`src/common/sdm_consts.svh`:
```
// constants for the stack depth monitor: offsets, fields, reset values
// assumes a byte-wide register port with a 4-bit address
//
// Summary of operation
// - depth lives in a 6-bit counter, low six bits of the stack register
// - counter steps up on call, internal or external interrupt entry
// - counter steps down on subroutine return or interrupt return
// - counter code is plain binary, code n means level n
// - bit 6 of the stack register masks the overflow interrupt
// - bit 7 of the stack register holds the overflow flag
// - flag sets on the step from 30 to 31, whatever the mask
// - with mask set, that step raises the overflow interrupt request
`ifndef SDM_CONSTS_SVH
`define SDM_CONSTS_SVH

// register offsets
`define SDM_REG_STACK 4'h0
`define SDM_REG_CTRL 4'h1
`define SDM_REG_INT_STAT 4'h2
`define SDM_REG_INT_MASK 4'h3
`define SDM_REG_PEAK 4'h4

// stack register fields
`define SDM_BIT_FLAG 7
`define SDM_BIT_MASK 6
`define SDM_CNT_MSB 5
`define SDM_CNT_LSB 0

// control register fields
`define SDM_CTRL_EN 0

// interrupt status and mask fields
`define SDM_INT_OVF 0
`define SDM_INT_WRAP 1
`define SDM_INT_UNDER 2
`define SDM_INT_MSB 2

// counter codes
`define SDM_OVF_FROM 6'h1e
`define SDM_CNT_ZERO 6'h00
`define SDM_CNT_MAX 6'h3f
`define SDM_CNT_ONE 6'h01

// reset values
`define SDM_RST_BYTE 8'h00
`define SDM_RST_INT 3'h0

`endif

```
`src/common/sdm_pkg.sv`:
```
// types shared by the stack depth monitor files
// assumes sdm_consts.svh for all numeric constants
package sdm_pkg;

  typedef logic [7:0] sdm_byte_t;
  typedef logic [5:0] sdm_depth_t;
  typedef logic [2:0] sdm_int_t;

  typedef struct packed {
    logic [3:0] addr;
    sdm_byte_t wdata;
    logic wr;
    logic rd;
  } sdm_bus_req_s;

  typedef struct packed {
    logic call_instruction;
    logic internal_interrupt;
    logic external_interrupt;
    logic subroutine_return_instruction;
    logic interrupt_return_instruction;
  } sdm_evt_s;

  typedef enum logic [1:0] {
    SDM_HOLD,
    SDM_PUSH,
    SDM_POP
  } sdm_step_e;

endpackage

```
`src/rtl/sdm_depth_ctr.sv`:
```
// 6-bit up/down depth counter with step event outputs
// assumes one-cycle push/pop pulses from logic on the same clock
`timescale 1ns/1ps
`default_nettype none
`include "sdm_consts.svh"

module sdm_depth_ctr
(
  input wire logic i_mclk,
  input wire logic i_nrst,
  input wire logic i_en,
  input wire logic i_up,
  input wire logic i_down,
  output sdm_pkg::sdm_depth_t o_count,
  output logic o_ovf_step,
  output logic o_wrap,
  output logic o_under
);
  import sdm_pkg::*;

  sdm_step_e step;
  sdm_depth_t count;
  sdm_depth_t next_count;

  // push and pop together cancel out
  always_comb
  begin
    if (!i_en)
      step = SDM_HOLD;
    else if (i_up && !i_down)
      step = SDM_PUSH;
    else if (i_down && !i_up)
      step = SDM_POP;
    else
      step = SDM_HOLD;
  end

  always_comb
  begin
    case (step)
      SDM_PUSH: next_count = count + `SDM_CNT_ONE;
      SDM_POP: next_count = count - `SDM_CNT_ONE;
      default: next_count = count;
    endcase
  end

  always_ff @(posedge i_mclk or negedge i_nrst)
  begin
    if (!i_nrst)
      count <= `SDM_CNT_ZERO;
    else
      count <= next_count;
  end

  assign o_count = count;
  // pulses in the cycle whose edge makes the step
  assign o_ovf_step = (step == SDM_PUSH) && (count == `SDM_OVF_FROM);
  assign o_wrap = (step == SDM_PUSH) && (count == `SDM_CNT_MAX);
  assign o_under = (step == SDM_POP) && (count == `SDM_CNT_ZERO);

endmodule // sdm_depth_ctr

`default_nettype wire

```
`src/rtl/sdm_top.sv`:
```
// stack depth monitor: depth counter, overflow flag, register port, irq
// assumes core event pulses on i_mclk, one cycle each, at most one push
// and one pop source per cycle; register reads answer one cycle later
//
// The address map and the address-and-strobe port were left to the implementer.
`timescale 1ns/1ps
`default_nettype none
`include "sdm_consts.svh"

module sdm_top
(
  input wire logic i_mclk,
  input wire logic i_nrst,
  input wire sdm_pkg::sdm_bus_req_s i_bus,
  output sdm_pkg::sdm_byte_t o_rdata,
  input wire sdm_pkg::sdm_evt_s i_evt,
  output sdm_pkg::sdm_depth_t o_depth,
  output logic o_stk_irq,
  output logic o_irq
);
  import sdm_pkg::*;

  // address hit for a strobe
  function automatic logic hit
  (
    input logic strobe,
    input logic [3:0] addr,
    input logic [3:0] target
  );
    hit = strobe && (addr == target);
  endfunction

  // new sticky value: set wins over write-one-to-clear
  function automatic sdm_int_t sticky
  (
    input sdm_int_t cur,
    input sdm_int_t set,
    input sdm_int_t clr
  );
    sticky = (cur & ~clr) | set;
  endfunction

  logic wr_stack;
  logic wr_ctrl;
  logic wr_istat;
  logic wr_imask;
  logic wr_peak;
  logic rd_stack;
  logic rd_ctrl;
  logic rd_istat;
  logic rd_imask;
  logic rd_peak;

  logic count_en;
  logic ovf_flag;
  logic ovf_mask;
  sdm_int_t int_stat;
  sdm_int_t int_mask;
  sdm_int_t int_set;
  sdm_depth_t peak;
  sdm_byte_t rdata;
  sdm_byte_t next_rdata;

  logic push;
  logic pop;
  sdm_depth_t depth;
  logic ovf_step;
  logic wrap;
  logic under;

  // register decode
  always_comb
  begin
    wr_stack = hit(i_bus.wr, i_bus.addr, `SDM_REG_STACK);
    wr_ctrl = hit(i_bus.wr, i_bus.addr, `SDM_REG_CTRL);
    wr_istat = hit(i_bus.wr, i_bus.addr, `SDM_REG_INT_STAT);
    wr_imask = hit(i_bus.wr, i_bus.addr, `SDM_REG_INT_MASK);
    wr_peak = hit(i_bus.wr, i_bus.addr, `SDM_REG_PEAK);
    rd_stack = hit(i_bus.rd, i_bus.addr, `SDM_REG_STACK);
    rd_ctrl = hit(i_bus.rd, i_bus.addr, `SDM_REG_CTRL);
    rd_istat = hit(i_bus.rd, i_bus.addr, `SDM_REG_INT_STAT);
    rd_imask = hit(i_bus.rd, i_bus.addr, `SDM_REG_INT_MASK);
    rd_peak = hit(i_bus.rd, i_bus.addr, `SDM_REG_PEAK);
  end

  // core sequencing events
  always_comb
  begin
    push = i_evt.call_instruction
      || i_evt.internal_interrupt
      || i_evt.external_interrupt;
    pop = i_evt.subroutine_return_instruction
      || i_evt.interrupt_return_instruction;
  end

  sdm_depth_ctr u_ctr
  (
    .i_mclk(i_mclk),
    .i_nrst(i_nrst),
    .i_en(count_en),
    .i_up(push),
    .i_down(pop),
    .o_count(depth),
    .o_ovf_step(ovf_step),
    .o_wrap(wrap),
    .o_under(under)
  );

  // counting stays off until software turns it on
  always_ff @(posedge i_mclk or negedge i_nrst)
  begin
    if (!i_nrst)
      count_en <= 1'b0;
    else if (wr_ctrl)
      count_en <= i_bus.wdata[`SDM_CTRL_EN];
  end

  // overflow mask, plain read/write
  always_ff @(posedge i_mclk or negedge i_nrst)
  begin
    if (!i_nrst)
      ovf_mask <= 1'b0;
    else if (wr_stack)
      ovf_mask <= i_bus.wdata[`SDM_BIT_MASK];
  end

  // overflow flag: writing 1 leaves it, writing 0 clears it;
  // a step in the same cycle as the clear keeps it set
  always_ff @(posedge i_mclk or negedge i_nrst)
  begin
    if (!i_nrst)
      ovf_flag <= 1'b0;
    else if (ovf_step)
      ovf_flag <= 1'b1;
    else if (wr_stack && !i_bus.wdata[`SDM_BIT_FLAG])
      ovf_flag <= 1'b0;
  end

  // sticky event bits for the general interrupt
  always_comb
  begin
    int_set = `SDM_RST_INT;
    int_set[`SDM_INT_OVF] = ovf_step;
    int_set[`SDM_INT_WRAP] = wrap;
    int_set[`SDM_INT_UNDER] = under;
  end

  always_ff @(posedge i_mclk or negedge i_nrst)
  begin
    if (!i_nrst)
      int_stat <= `SDM_RST_INT;
    else if (wr_istat)
      int_stat <= sticky(int_stat, int_set,
        i_bus.wdata[`SDM_INT_MSB:0]);
    else
      int_stat <= int_stat | int_set;
  end

  always_ff @(posedge i_mclk or negedge i_nrst)
  begin
    if (!i_nrst)
      int_mask <= `SDM_RST_INT;
    else if (wr_imask)
      int_mask <= i_bus.wdata[`SDM_INT_MSB:0];
  end

  // high-water mark; any write restarts it from the live depth
  always_ff @(posedge i_mclk or negedge i_nrst)
  begin
    if (!i_nrst)
      peak <= `SDM_CNT_ZERO;
    else if (wr_peak)
      peak <= depth;
    else if (depth > peak)
      peak <= depth;
  end

  // read mux; unmapped addresses read zero
  always_comb
  begin
    next_rdata = `SDM_RST_BYTE;
    if (rd_stack)
    begin
      next_rdata[`SDM_BIT_FLAG] = ovf_flag;
      next_rdata[`SDM_BIT_MASK] = ovf_mask;
      next_rdata[`SDM_CNT_MSB:`SDM_CNT_LSB] = depth;
    end
    else if (rd_ctrl)
    begin
      next_rdata[`SDM_CTRL_EN] = count_en;
    end
    else if (rd_istat)
    begin
      next_rdata[`SDM_INT_MSB:0] = int_stat;
    end
    else if (rd_imask)
    begin
      next_rdata[`SDM_INT_MSB:0] = int_mask;
    end
    else if (rd_peak)
    begin
      next_rdata[`SDM_CNT_MSB:`SDM_CNT_LSB] = peak;
    end
  end

  // data valid only in the cycle after the read strobe
  always_ff @(posedge i_mclk or negedge i_nrst)
  begin
    if (!i_nrst)
      rdata <= `SDM_RST_BYTE;
    else
      rdata <= next_rdata;
  end

  assign o_rdata = rdata;
  assign o_depth = depth;
  // level from flops, no pulse: core samples it at its own pace
  assign o_stk_irq = ovf_flag && ovf_mask;
  assign o_irq = |(int_stat & int_mask);

endmodule // sdm_top

`default_nettype wire

```
`config.mk`:
```
export PLATFORM = sky130hd
export DESIGN_NAME = sdm_top
export DESIGN_NICKNAME = d
export VERILOG_FILES = /design/src/common/sdm_pkg.sv /design/src/rtl/sdm_depth_ctr.sv /design/src/rtl/sdm_top.sv
export VERILOG_INCLUDE_DIRS = /design/src /design/src/common
export SDC_FILE = /design/constraint.sdc
export NUM_CORES = 1
export LEC_CHECK = 0
export BUFFER_PORTS_ARGS = -buffer_cell sky130_fd_sc_hd__buf_4
export CORE_ASPECT_RATIO = 1.75
export CORE_UTILIZATION = 53
export DETAILED_ROUTE_END_ITERATION = 6
export PLACE_DENSITY = 0.76
export SKIP_CTS_REPAIR_TIMING = 1
export SYNTH_ARGS = -nofsm -noshare
export SYNTH_HDL_FRONTEND = slang
export SYNTH_SLANG_ARGS = --single-unit
```
`constraint.sdc`:
```
create_clock -name i_mclk -period 2.6 [get_ports i_mclk]
set_input_delay 0 -clock i_mclk [delete_from_list [all_inputs] [get_ports i_mclk]]
set_output_delay 0 -clock i_mclk [all_outputs]
set_load 0.05 [all_outputs]
```
==> reports/qor.txt <==
most frequent CP cell: nand2_1
placed instance count: 237
clk slew on worst S/H paths: 0.06 ns
hold_ws: -0.007350 ns
endpoints failing hold: 1
total vias in the final route: 1392
Crit path max-delay family: adder cells
hold worst-path end: ovf_flag
Syn Inst Count: 166
post-synth net total: 197
Flop pwr share: 32.4%
Netlist cell types: 46
maximum vdd ir drop: 843.4 µV
GRT overflow: 0
Initial Utilization: 56.59%
clock power share: 19.4%
CP Buf/Inv Count: 0
DP Worst Slack: 0.1653 ns
clock skew: 0.004528 ns
worst-margin pin slew: 0.6018 ns
syn avg cell area: 10.09 µm²
register area share after synthesis: 43.32%
fin crit share: 91.74%
Slew Viols, Final: 0
CTS Root Cell: clkbuf_8
layout cell share with drive strength beyond 1: 28.85%
first-pass GRT wire length: 6.141 mm
row count: 26
critical path class: flop to flop
HPWL after DPL: 2.779 mm
Num CTS Buffers: 5
CTS Buffer Depth: 2
crit-path cells: nand2_1, or2_2, ha_1, xor2_1, ha_2, nand2_1, nand2_1, a21oi_1, a2111oi_2, xor2_1
Data arrival, critical path: 2.59 ns
die width: 44.50 µm
synth warn: 0
slowest stage cell, crit path: dfrtp_1
P_int: 1.228 mW
area grow syn2layout: 26.14%
fmax: 419.2 MHz
diodes inserted: 0
final antenna-violating net count: 0
Setup TNS: 0 ns
switching power: 0.8733 mW
fin area: 2113 µm²
WHS Path Cells: 3
nets: 238
Hold Path Class: primary input to flop
initial DRC count: 24
largest net degree at the start of global routing: 30
vias in the first global route: 1451
cell area after placement: 1954 µm²
CTS Sinks: 29
Tmin final: 2.385 ns
status: complete, but fails checks
Worst R2R Setup Slack: 0.21 ns
Pwr Total: 2.101 mW
CTS tree: done
Largest stage delay, worst path: 0.42 ns
pwr dens: 994.3 nW/µm²
Pre-antenna DRT Iters: 6
Die H: 76.38 µm
Reg2Reg Capture Point: u_ctr.o_count[4]
core area: 2960 µm²
final core occ: 71.39%
Sw Share: 41.56%
Slew HR: 59.57%
MaxCap Viol Count: 0
I/O pin count: 37
leakage power: 1.034 nW
DR vias/cell: 5.568
Critical Path Sink Type: flop
Setup crit start kind: flop
violated checks: negative hold slack
FF-to-FF path depth: 10
placer congestion estimate: 0.7715
WL final: 3.762 mm
H-tree Lvls: 2
Comb power frac: 48.2%
hold_sp: i_bus[9]
Total Die Area: 3399 µm²
DRC Markers: 0
CP max FO: 7
Netlist Area Pre-Place: 1675 µm²
clock latency on the worst-skew pair: 0.28 ns
Worst EP required: 2.81 ns
antenna violations before repair: 0
final non-filler cell total: 250
GRT Overall Usage: 24.33%
I/O Buffers: 33
r2r startpoint: count_en
WL per Instance: 15.05 µm
synthesized flop and latch total: 29
post-route setup slack: 0.2148 ns
final setup fails: 0
-- registers in the layout (all words and copies together) (netlist names) --
| signal | count |
|---|---|
| u_ctr.o_count | 6 |
| ovf_flag | 1 |
| o_rdata | 8 |
| peak | 6 |
| int_stat | 3 |
| count_en | 1 |
| int_mask | 3 |
| ovf_mask | 1 |
-- worst register-to-register path, stage by stage (launching register included) --
cell and delay [ns]:
dfrtp_1 0.42, nand2_1 0.06, or2_2 0.31, ha_1 0.30
xor2_1 0.20, ha_2 0.25, nand2_1 0.07, nand2_1 0.07
a21oi_1 0.08, a2111oi_2 0.39, xor2_1 0.17
-- cell usage after synthesis (all sizes together) --
cell type,instances,area (µm²)
nor4b,1,15.01
nor4,3,25.02
a21bo,1,10.01
buf,4,32.53
a222oi,1,10.01
and3,2,12.51
or2,1,6.260
dfrtp,29,725.7
mux2i,1,10.01
ha,10,125.1
mux2,12,135.1
and3b,1,8.760
nor2,14,52.55
inv,11,41.29
nand2,15,56.30
o21ai,8,40.03
o211ai,1,7.510
a21oi,12,60.06
a22o,3,27.53
a41o,1,10.01
nand3b,1,7.510
nand3,3,15.01
a2111oi,2,25.02
a32o,1,10.01
and2,2,12.52
a31oi,1,6.260
a22oi,1,21.27
a21boi,1,7.510
and4,1,10.01
nor2b,3,18.77
clkbuf,3,11.26
nor3b,2,15.01
a311oi,1,8.760
nand2b,1,6.260
o22ai,1,6.260
xnor2,3,26.28
nand4,1,6.260
nor3,3,15.01
xor2,4,35.03
-- routing by layer --
metal	track usage (%)	wire length, µm
met5	0	0
met4	11.82	99
met3	5.687	132
met2	43.68	2192
met1	24.61	1337
-- placed cells by master, fill, tap and decap left out, drive strengths merged, types with 4 or more instances in the layout --
cell type     n
a21oi        12
buf          36
clkbuf        7
dfrtp        29
dlygate4sd3   5
ha           10
inv          11
mux2         12
nand2        15
nor2         14
o21ai         8
xor2          4
-- area by class of cell --
type | instances | area [µm²]
multi-input cells | 119 | 872.1
repair buffers | 41 | 320.3
well taps | 42 | 52.55
clock buffers | 7 | 96.34
inverters | 11 | 41.29
clock inverters | 1 | 5.005
fillers | 236 | 847.1
flip-flops and latches | 29 | 725.7
-- worst max path at each step --
stage                           from  slack, ns          endpoint  depth (start not counted)
detailed placement          count_en       0.17  u_ctr.o_count[4]                         10
finish                      count_en       0.21  u_ctr.o_count[4]                         10
global placement            count_en       0.32  u_ctr.o_count[4]                         10
global route                count_en     -0.008  u_ctr.o_count[4]                         10
CTS                         count_en       0.16  u_ctr.o_count[4]                         10
floorplan           u_ctr.o_count[0]       0.40           peak[0]                          8
-- cells by family after synthesis --
group                      after synthesis  synth area share [%]
DFF                                     29                 43.32
adders and majority gates               10                 7.468
buffers and inverters                   18                 5.078
xor gates and xnor gates                 7                 3.660
and+or+nand+nor                         54                 16.88
AOI/OAI and AO/OA                       35                 14.94
muxes                                   13                 8.663
-- power groups by stage --
stage | combinational (mW) | sequential (mW) | clock, mW
global placement | 0.963 | 0.681 | 0
CTS | 1.01 | 0.680 | 0.413
floorplan | 0.634 | 0.793 | 0
detailed placement | 1.00 | 0.687 | 0
finish | 1.01 | 0.681 | 0.408
global route | 1.11 | 0.693 | 0.435
(Power assumes the default switching activity.)
